## src/srd_pkg.sv

```systemverilog
// Package: constants for the system reset and debug select block
package srd_pkg;
    // Read protection levels decoded from the stored pattern
    typedef enum logic [1:0] {
        SRD_PROT_NONE,
        SRD_PROT_ONE,
        SRD_PROT_TWO,
        SRD_PROT_THREE
    } srd_prot_e;

    // Flash patterns that select a protection level or disable pin entry (arbitrary values)
    localparam logic [31:0] SRD_PAT_LEVEL_ONE = 32'h1234_5678;
    localparam logic [31:0] SRD_PAT_LEVEL_TWO = 32'h8765_4321;
    localparam logic [31:0] SRD_PAT_LEVEL_THREE = 32'h4321_8765;
    localparam logic [31:0] SRD_PAT_NO_PROG_PIN = 32'h4e69_7370;

    // Clock rate and least reset pulse
    localparam int SRD_CLK_MHZ = 250;
    localparam int SRD_MIN_PULSE_NS = 50;
    // Least time rounds up to whole cycles
    localparam int SRD_MIN_PULSE_CYC =
        (SRD_MIN_PULSE_NS * SRD_CLK_MHZ + 999) / 1000;

    // Boot fetch address after reset release
    localparam logic [31:0] SRD_BOOT_ADDR = 32'h0000_0000;

    // Debug resource counts
    localparam logic [2:0] SRD_NUM_BREAKPOINTS = 3'h4;
    localparam logic [1:0] SRD_NUM_WATCHPOINTS = 2'h2;

    // Power modes
    typedef enum logic [2:0] {
        SRD_PM_ACTIVE,
        SRD_PM_SLEEP,
        SRD_PM_DEEP_SLEEP,
        SRD_PM_POWER_DOWN,
        SRD_PM_DEEP_POWER_DOWN
    } srd_pm_e;

    // Reset sequencing states
    typedef enum logic [1:0] {
        SRD_ST_RUN,
        SRD_ST_HOLD,
        SRD_ST_INIT
    } srd_state_e;
endpackage

```

## src/srd_system_reset.sv

```systemverilog
// Reset merge, brownout, read protection and debug port select
//
// What this block does
// Chip reset from pin, watchdog, power-on, brownout
// Reset starts oscillator and initializes flash controller
// Release: defaults restored, fetch from address 0
// Reset status output mirrors internal reset
// Reset pin acts only when function selected
// 50 ns low pulse resets and wakes
// Deep power-down ignores the reset pin
// Brownout interrupt below interrupt level
// Brownout interrupt readable as status
// Two selectable brownout reset levels
// Pattern sets protection; application programming allowed at every level outside reset
// Level one: no debug, partial programming, no sector 0
// Level two: no debug, full erase only
// Level three: no debug, no system programming
// Programming pin entry disabled on its own
// Four breakpoints and two watchpoints
// Reset low scan, high serial debug
// Serial debug disabled while in reset
// Tester erases, waits 250 us, scans; the pin model waits and scans but never erases
// Boundary scan port gives no debug access
// Hold reset until all sources deassert
`timescale 1ns/100ps
`default_nettype none

module srd_system_reset
    import srd_pkg::*;
#(
    parameter int INIT_CYCLES = 16
)
(
    input wire logic i_mclk,
    input wire logic i_srst,
    input wire logic i_reset_pin_n,
    input wire logic i_reset_func_sel,
    input wire logic i_watchdog_reset,
    input wire logic i_power_on_reset,
    input wire logic i_brownout_detector_reset_lvl0,
    input wire logic i_brownout_detector_reset_lvl1,
    input wire logic i_brownout_reset_level_sel,
    input wire logic i_brownout_detector_irq_level,
    input wire logic [2:0] i_power_mode,
    input wire logic [31:0] i_protect_pattern,
    input wire logic i_programming_request_pin,
    input wire logic i_isp_cmd_valid,
    input wire logic i_isp_cmd_full_erase,
    input wire logic i_isp_cmd_sector0,
    input wire logic i_iap_cmd_valid,
    input wire logic i_debug_req,
    input wire logic i_scan_req,
    output logic o_chip_reset,
    output logic o_reset_status_output,
    output logic o_osc_start,
    output logic o_flash_init,
    output logic o_wake,
    output logic [31:0] o_fetch_addr,
    output logic o_brownout_irq,
    output logic o_brownout_status,
    output logic [1:0] o_protect_level,
    output logic o_isp_cmd_allow,
    output logic o_iap_cmd_allow,
    output logic o_prog_pin_entry,
    output logic o_swd_enable,
    output logic o_swd_grant,
    output logic o_scan_select,
    output logic o_scan_grant,
    output logic [2:0] o_num_breakpoints,
    output logic [1:0] o_num_watchpoints
);

    localparam int PULSE_W = $clog2(SRD_MIN_PULSE_CYC + 1);
    localparam int INIT_W = $clog2(INIT_CYCLES + 1);
    // Least pulse may span one edge fewer than its rounded-up
    // cycle count; the low level must be seen PULSE_LAST + 1 times
    localparam int PULSE_LAST = SRD_MIN_PULSE_CYC - 2;

    logic [2:0] pin_sync;
    logic pin_low;
    logic [PULSE_W-1:0] low_cnt;
    logic pin_reset;
    logic [2:0] bod_irq_sync;
    logic brownout_rst;
    logic any_source;
    logic pin_active;
    srd_state_e state;
    logic [INIT_W-1:0] init_cnt;
    logic int_reset;
    srd_prot_e prot;
    srd_prot_e next_prot;
    logic prog_pin_off;

    // Reset pin synchroniser, three stages
    always_ff @(posedge i_mclk)
    begin
        if (i_srst)
            pin_sync <= 3'h7;
        else
            pin_sync <= {pin_sync[1:0], i_reset_pin_n};
    end

    // Level counts once second and third stages agree
    always_ff @(posedge i_mclk)
    begin
        if (i_srst)
            pin_low <= 1'b0;
        else if (pin_sync[1] == pin_sync[2])
            pin_low <= ~pin_sync[2];
    end

    // pin gating by function and mode
    // deep power-down ignores pin
    assign pin_active = i_reset_func_sel &&
        (i_power_mode != SRD_PM_DEEP_POWER_DOWN);

    // minimum pulse qualification
    always_ff @(posedge i_mclk)
    begin
        if (i_srst)
        begin
            low_cnt <= '0;
            pin_reset <= 1'b0;
        end
        else if (pin_low && pin_active)
        begin
            if (low_cnt < PULSE_W'(PULSE_LAST))
                low_cnt <= low_cnt + 1'b1;
            else
                pin_reset <= 1'b1;
        end
        // Held until the pin rises, its function drops or deep power-down is entered
        else
        begin
            low_cnt <= '0;
            pin_reset <= 1'b0;
        end
    end

    // Brownout interrupt level synchroniser
    always_ff @(posedge i_mclk)
    begin
        if (i_srst)
            bod_irq_sync <= 3'h0;
        else
            bod_irq_sync <= {bod_irq_sync[1:0], i_brownout_detector_irq_level};
    end

    // interrupt request to the interrupt controller
    // same level as polled status
    always_ff @(posedge i_mclk)
    begin
        if (i_srst)
        begin
            o_brownout_irq <= 1'b0;
            o_brownout_status <= 1'b0;
        end
        else if (bod_irq_sync[1] == bod_irq_sync[2])
        begin
            o_brownout_irq <= bod_irq_sync[2];
            o_brownout_status <= bod_irq_sync[2];
        end
    end

    // brownout reset level choice
    assign brownout_rst = i_brownout_reset_level_sel ?
        i_brownout_detector_reset_lvl1 : i_brownout_detector_reset_lvl0;

    // merge of four reset sources
    assign any_source = pin_reset | i_watchdog_reset |
        i_power_on_reset | brownout_rst;

    // Reset sequencer: hold, then init, then run
    always_ff @(posedge i_mclk)
    begin
        if (i_srst)
        begin
            state <= SRD_ST_HOLD;
            init_cnt <= '0;
        end
        else
        begin
            case (state)
                SRD_ST_RUN:
                begin
                    init_cnt <= '0;
                    if (any_source)
                        state <= SRD_ST_HOLD;
                end
                // hold while any source active
                SRD_ST_HOLD:
                begin
                    init_cnt <= '0;
                    if (!any_source)
                        state <= SRD_ST_INIT;
                end
                SRD_ST_INIT:
                begin
                    if (any_source)
                        state <= SRD_ST_HOLD;
                    else if (init_cnt == INIT_W'(INIT_CYCLES - 1))
                        state <= SRD_ST_RUN;
                    else
                        init_cnt <= init_cnt + 1'b1;
                end
                default:
                    state <= SRD_ST_HOLD;
            endcase
        end
    end

    // Internal reset: anything but the run state
    assign int_reset = (state != SRD_ST_RUN);

    // status pin mirrors internal reset
    // oscillator start and flash init
    always_ff @(posedge i_mclk)
    begin
        if (i_srst)
        begin
            o_chip_reset <= 1'b1;
            o_reset_status_output <= 1'b1;
            o_osc_start <= 1'b1;
            o_flash_init <= 1'b1;
        end
        else
        begin
            o_chip_reset <= int_reset;
            o_reset_status_output <= int_reset;
            o_osc_start <= int_reset;
            o_flash_init <= (state == SRD_ST_INIT);
        end
    end

    // wake pulse from pin reset in low power modes
    always_ff @(posedge i_mclk)
    begin
        if (i_srst)
            o_wake <= 1'b0;
        else
            o_wake <= pin_reset && (i_power_mode != SRD_PM_ACTIVE);
    end

    // boot fetch address on release
    always_ff @(posedge i_mclk)
    begin
        if (i_srst || int_reset)
            o_fetch_addr <= SRD_BOOT_ADDR;
    end

    // decode protection pattern
    always_comb
    begin
        case (i_protect_pattern)
            SRD_PAT_LEVEL_ONE: next_prot = SRD_PROT_ONE;
            SRD_PAT_LEVEL_TWO: next_prot = SRD_PROT_TWO;
            SRD_PAT_LEVEL_THREE: next_prot = SRD_PROT_THREE;
            default: next_prot = SRD_PROT_NONE;
        endcase
    end

    // Pattern latched during reset, stable in run
    always_ff @(posedge i_mclk)
    begin
        if (i_srst)
        begin
            prot <= SRD_PROT_NONE;
            prog_pin_off <= 1'b0;
        end
        else if (int_reset)
        begin
            prot <= next_prot;
            // pin entry disabled separately
            prog_pin_off <= (i_protect_pattern == SRD_PAT_NO_PROG_PIN);
        end
    end

    // Command filtering per protection level
    always_ff @(posedge i_mclk)
    begin
        if (i_srst)
        begin
            o_protect_level <= 2'h0;
            o_isp_cmd_allow <= 1'b0;
            o_iap_cmd_allow <= 1'b0;
            o_prog_pin_entry <= 1'b0;
        end
        else
        begin
            o_protect_level <= prot;
            // application programming unaffected
            o_iap_cmd_allow <= i_iap_cmd_valid && !int_reset;
            case (prot)
                // no sector 0 updates
                SRD_PROT_ONE:
                    o_isp_cmd_allow <= i_isp_cmd_valid && !i_isp_cmd_sector0;
                // full erase only
                SRD_PROT_TWO:
                    o_isp_cmd_allow <= i_isp_cmd_valid && i_isp_cmd_full_erase;
                // all system programming blocked
                SRD_PROT_THREE:
                    o_isp_cmd_allow <= 1'b0;
                default:
                    o_isp_cmd_allow <= i_isp_cmd_valid;
            endcase
            // programming pin entry gating
            o_prog_pin_entry <= i_programming_request_pin && !prog_pin_off &&
                (prot != SRD_PROT_THREE) && int_reset;
        end
    end

    // pin level selects scan or serial debug
    // serial debug off in reset
    // serial debug blocked when protected
    always_ff @(posedge i_mclk)
    begin
        if (i_srst)
        begin
            o_scan_select <= 1'b0;
            o_swd_enable <= 1'b0;
            o_swd_grant <= 1'b0;
            o_scan_grant <= 1'b0;
        end
        else
        begin
            // Pin level taken from the agreed synchroniser output
            o_scan_select <= pin_low;
            o_swd_enable <= !pin_low && !int_reset &&
                (prot == SRD_PROT_NONE);
            o_swd_grant <= i_debug_req && !pin_low && !int_reset &&
                (prot == SRD_PROT_NONE);
            // scan port carries no debug
            o_scan_grant <= i_scan_req && pin_low;
        end
    end

    // debug resource counts
    always_ff @(posedge i_mclk)
    begin
        o_num_breakpoints <= SRD_NUM_BREAKPOINTS;
        o_num_watchpoints <= SRD_NUM_WATCHPOINTS;
    end

endmodule // srd_system_reset

`default_nettype wire

```

## config.mk

```make
export PLATFORM = sky130hd
export DESIGN_NAME = srd_system_reset
export DESIGN_NICKNAME = d
export VERILOG_FILES = /design/src/srd_pkg.sv /design/src/srd_system_reset.sv
export SDC_FILE = /design/constraint.sdc
export NUM_CORES = 1
export LEC_CHECK = 0
export BUFFER_PORTS_ARGS = -buffer_cell sky130_fd_sc_hd__buf_2
export CAP_MARGIN = 10
export CELL_PAD_IN_SITES_DETAIL_PLACEMENT = 0
export CELL_PAD_IN_SITES_GLOBAL_PLACEMENT = 1
export CORE_MARGIN = 2
export CORE_UTILIZATION = 31
export CTS_BUF_LIST = sky130_fd_sc_hd__clkbuf_4 sky130_fd_sc_hd__clkbuf_8
export DETAILED_ROUTE_END_ITERATION = 8
export GPL_TIMING_DRIVEN = 0
export PLACE_DENSITY = 0.91
export SETUP_SLACK_MARGIN = 0.2
export SYNTH_ARGS = -nofsm -noshare
export SYNTH_HDL_FRONTEND = slang
export SYNTH_SLANG_ARGS = --single-unit
```

## constraint.sdc

```tcl
create_clock -name i_mclk -period 2.6 [get_ports i_mclk]
set_clock_uncertainty 0.05 [all_clocks]
set_input_delay 0 -clock i_mclk [delete_from_list [all_inputs] [get_ports i_mclk]]
set_output_delay 0 -clock i_mclk [all_outputs]
set_load 0.02 [all_outputs]
```

# Yosys cells after proc, flatten, opt, wreduce, memory -nomap -nowiden
# Index checks and enable logic that the tools add are counted.
# op_classes
addsub	2
bitwise_logic	5
n_eq_ne	19
reduce_logical	28
n_lt_le_gt_ge	1
muxes	11
# ops
cell	count
32-bit by 31-bit == test with 1-bit output, second input constant	2
32-bit by 29-bit == test with 1-bit output, second input constant	1
32-bit == test, second input constant	1
1-bit logical AND	15
2-bit one-hot mux with 3 select lines	2
5-bit 2-to-1 mux	2
2-bit != test, second input constant	5
5-bit one-hot mux with 2 select lines	1
2-bit 2-to-1 mux	4
2-bit == test, second input constant	3
3-bit != test, second input constant	2
3-bit AND reduction	2
5-bit by 1-bit adder with 5-bit output, second input constant	1
5-bit by 4-bit == test with 1-bit output, second input constant	1
4-bit by 1-bit adder with 4-bit output, second input constant	1
2-bit by 1-bit == test with 1-bit output, second input constant	2
1-bit logical NOT	4
2-bit logical NOT	2
4-bit < comparator, second input constant	1
2-bit nonzero test	2
2-bit OR reduction	2
1-bit bitwise OR	3
1-bit one-hot mux with 3 select lines	1
3-bit nonzero test	1
other kinds (3)	5
# totals
inputBits	52
reg_bits	35
word_cells	87

# Logic depth before layout (Yosys ltp)
# logic_depth
word_depth	5
depth_mapped	9

# Worst setup path before layout
# OpenSTA, ideal clock, no wires.
# synth_path
kind	reg-to-reg
startpoint	register init_cnt[0]
endpoint	register init_cnt[3]
period_less_slack_ps	1932
t_required_ps	2432
path_buffers	1
setup_time_ps	118
slack_ps	668
t_arrival_ps	1764
path_stages_with_launch	10
path_cell_list	dfxtp_1 -> ha_1 -> and3_1 -> ha_1 -> or2_1 -> and3b_1 -> clkbuf_1 -> nand4_1 -> xor2_1 -> nor2_1
# synth_via
elab_chain_cells	4
# synth_lines
element	line_no	text
start, declared	srd_system_reset.sv:88	logic [INIT_W-1:0] init_cnt;
start signal, assigned	srd_system_reset.sv:204	init_cnt <= init_cnt + 1'b1;
5-bit by 1-bit adder with 5-bit output	srd_system_reset.sv:204	
5-bit 2-to-1 mux	srd_system_reset.sv:201	else if (init_cnt == INIT_W'(INIT_CYCLES - 1))
5-bit 2-to-1 mux	srd_system_reset.sv:199	if (any_source)
5-bit one-hot mux with 2 select lines	srd_system_reset.sv:183	case (state)
# Parallel ways exist; a longest one is shown, timed or not. The select of a mux whose other input is x is not followed.
# A chain may end at the register's enable or synchronous reset.

# Worst setup path after layout
# Same ends and word-level chain as after synthesis.

==> results.toml <==
[sta]
hold_violations = 0
max_freq_mhz = 482
rsz0062_at_grt = "no"
drv_slew = 0
tns_ps = 0
setup_viol = 0
timing.final.ws_setup_ps = 527
max_slew_margin_pct = 66.5
tightest_slew_ps = 499
final.min_clock_period_ps = 2070
timing.final.crit_share_pct = 79.7
holdWs_ps = 10.4

[layout]
final_cells = 395
n_fill_cell = 539
area.growth.synth_to_final_pct = 42.6
final_nets = 380
antennaDiodeCount = 0
drive_above_1_share_pct = 37.8

[synthesis]
synth_top_family_by_area = "simple AND/OR/NAND/NOR gates"
synthTopCellsByArea = "dfxtp_1 39%, buf_4 17%, nor2_1 4.8%, ha_1 4.2%, nor2b_1 2.4%"
ys.flop_type = "dfxtp_1"
muxShareOfSynthArea_pct = 2.23
ys_seq_area_share_pct = 39.0
synthSimpleGateAreaFrac_pct = 27.5
synth_fa_ha_area_share_pct = 4.18
synth_cells = 201
ys_warn_count = 0
synth_most_common_cell = "buf_4"
synth_top_area_share_pct = 39.0
yosysTopAreaCell = "dfxtp_1"
yosysUniqueCellTypes = 42
synth_edf_count = 0
syn_area_um2 = 1800
avgSynthCellArea_um2 = 8.95
ys_top_cells_by_count = "40 x buf_4, 35 x dfxtp_1, 23 x nor2_1, 11 x nand2_1, 7 x nor2b_1"
synth_xor_area_share_pct = 2.44
synth_compound_area_share_pct = 5.71
ys_ff_latch = 35
async_reset_ff_share_pct = 0

[routing]
viasPerCell = 3.96
routed_wirelength_mm = 3.51
drcViolationCount = 0
drt_iter0_drc = 57
dr_total_vias = 1565
avgRoutedWirePerCell_um = 8.88
drtPass1Iterations = 4
ant_nets = 0

[clock_network]
cts_root_buffer = "clkbuf_8"
cts_buffers = 5
clk_latency_ps = 290
clkSinkCount = 35
cts_buffer_depth = 2
cts_tree = "built"
htreeDepth = 2
clk_pin_slew_ps = 70

[power]
power.leakage_nw = 1.26
max-vdd-ir-drop_v = 0.000274
power_per_cell_area_nw_per_um2 = 439

[placement]
placedCellCount = 375
place_congestion = 0.731
dp_slack_ps = 517
dpl.hpwl_mm = 2.84
io_buffers = 67

[worst_hold_path]
hp-class = "primary input to flop"
hold_depth = 3
hp-start = "i_reset_func_sel"

[die]
coreArea_um2 = 5540
io_pins = 105
die_h_um = 80.2
start_util_pct = 32.5
rows = 27
die_w_um = 80.2
die-area_um2 = 6420

[worst_setup_path]
critPathKind = "flop to flop"
crit_start = "init_cnt[0]"
cp.arrival_ps = 2200
worstSetupEndpointType = "flop"
worst_setup_path_start_kind = "flop"
r2r_cells = 9
r2r_setup_slack_ps = 530
required_ps = 2730
cp_max_fo = 6
regToRegStartpoint = "init_cnt[0]"

[outcome]
outcome = "finished clean"

[global_routing]
grt_overflow = 0
grt_pass1_vias = 1381
antenna_found_initial = 0
grtUsageTotal_pct = 11.1
grt_max_degree = 13
grt_pass1_wl_mm = 5.67

[run]
maxCapViolCount = 0
-- worst paths after layout --
check,to
max,init_cnt[3]
min reg2reg,pin_sync[1]
min,low_cnt[2]
max reg2reg,init_cnt[3]
-- repair_timing --
| item | 4_1_cts | 5_1_grt |
|---|---|---|
| hold endpoints to repair | 10 | 0 |
| resized for setup | 0 | 0 |
| buffers inserted | 0 | 0 |
| hold buffers | 12 | 0 |
-- per-layer routing --
| layer | vias to the layer above | part of all wire, % | track usage [%] |
|---|---|---|---|
| met5 | - | 0 | 0 |
| met4 | 0 | 1.3 | 5.08 |
| met3 | 5 | 8.9 | 3.15 |
| met2 | 64 | 45 | 18.5 |
| met1 | 662 | 44 | 13.3 |
| li1 | 834 | - | - |
-- layout make-up --
cell class,instances,area [um^2],share of cell area [%]
clock inverters,3,20.0,0.781
flip-flops and latches,35,701,27.3
repair buffers,79,455,17.8
well taps,72,90.1,3.51
inverters,6,22.5,0.878
plain buffers,43,312,12.2
multi-input cells,152,895,34.9
clock buffers,5,68.8,2.68
-- worst max-delay path: stages (launching register included) --
cell,delay [ps]
dfxtp_1,330
ha_1,210
and3_1,180
ha_1,160
or2_1,230
and3b_1,210
clkbuf_1,250
nand4_1,150
xor2_1,140
nor2_1,50
-- registers in the layout (all words and copies together) (netlist names), 2 cells and up --
register and cells:
prot 2, bod_irq_sync 3, o_protect_level 2, state 2, init_cnt 5, low_cnt 4
pin_sync 3
-- through the flow --
stage	cell area, um^2	power [mW]	util (%)
after CTS	2560	1.14	46.3
final	2560	1.12	46.3
after global routing	2560	1.18	46.3
after floorplan	1930	0.685	-
after detailed placement	2350	0.740	42.5
after global placement	2350	0.739	42.5
-- cells in the final DEF (no fill, tap or decap), types with 3 or more instances in the layout --
| cell type | count |
|---|---|
| nand2_1 | 11 |
| buf_4 | 40 |
| nor2b_1 | 7 |
| nor3_1 | 5 |
| nor3b_1 | 5 |
| a21oi_1 | 4 |
| clkbuf_1 | 3 |
| conb_1 | 37 |
| mux2i_1 | 4 |
| dlygate4sd3_1 | 12 |
| or2_1 | 5 |
| and2_1 | 3 |
| xnor2_1 | 3 |
| nand3_1 | 5 |
| clkbuf_8 | 5 |
| ha_1 | 6 |
| inv_1 | 5 |
| o21ai_1 | 3 |
| buf_2 | 67 |
| nand4_1 | 3 |
| nor2_1 | 23 |
| dfxtp_1 | 35 |
-- logic make-up (layout without fill, tap and decap cells) --
kind of cell | Yosys count | count (layout)
compound gates | 15 | 15
flops | 35 | 35
buf+inv | 49 | 136
simple gates | 85 | 85
mux | 4 | 4
xor+xnor | 5 | 5
fa+ha+maj | 6 | 6
other cells | 2 | 37
-- power by group --
part,total [mW],switching [mW],internal [mW]
Clock,0.382,0.196,0.186
Combinational,0.194,0.0983,0.0959
Sequential,0.549,0.00394,0.545
No activity file was read; power rests on OpenSTA's default activity.
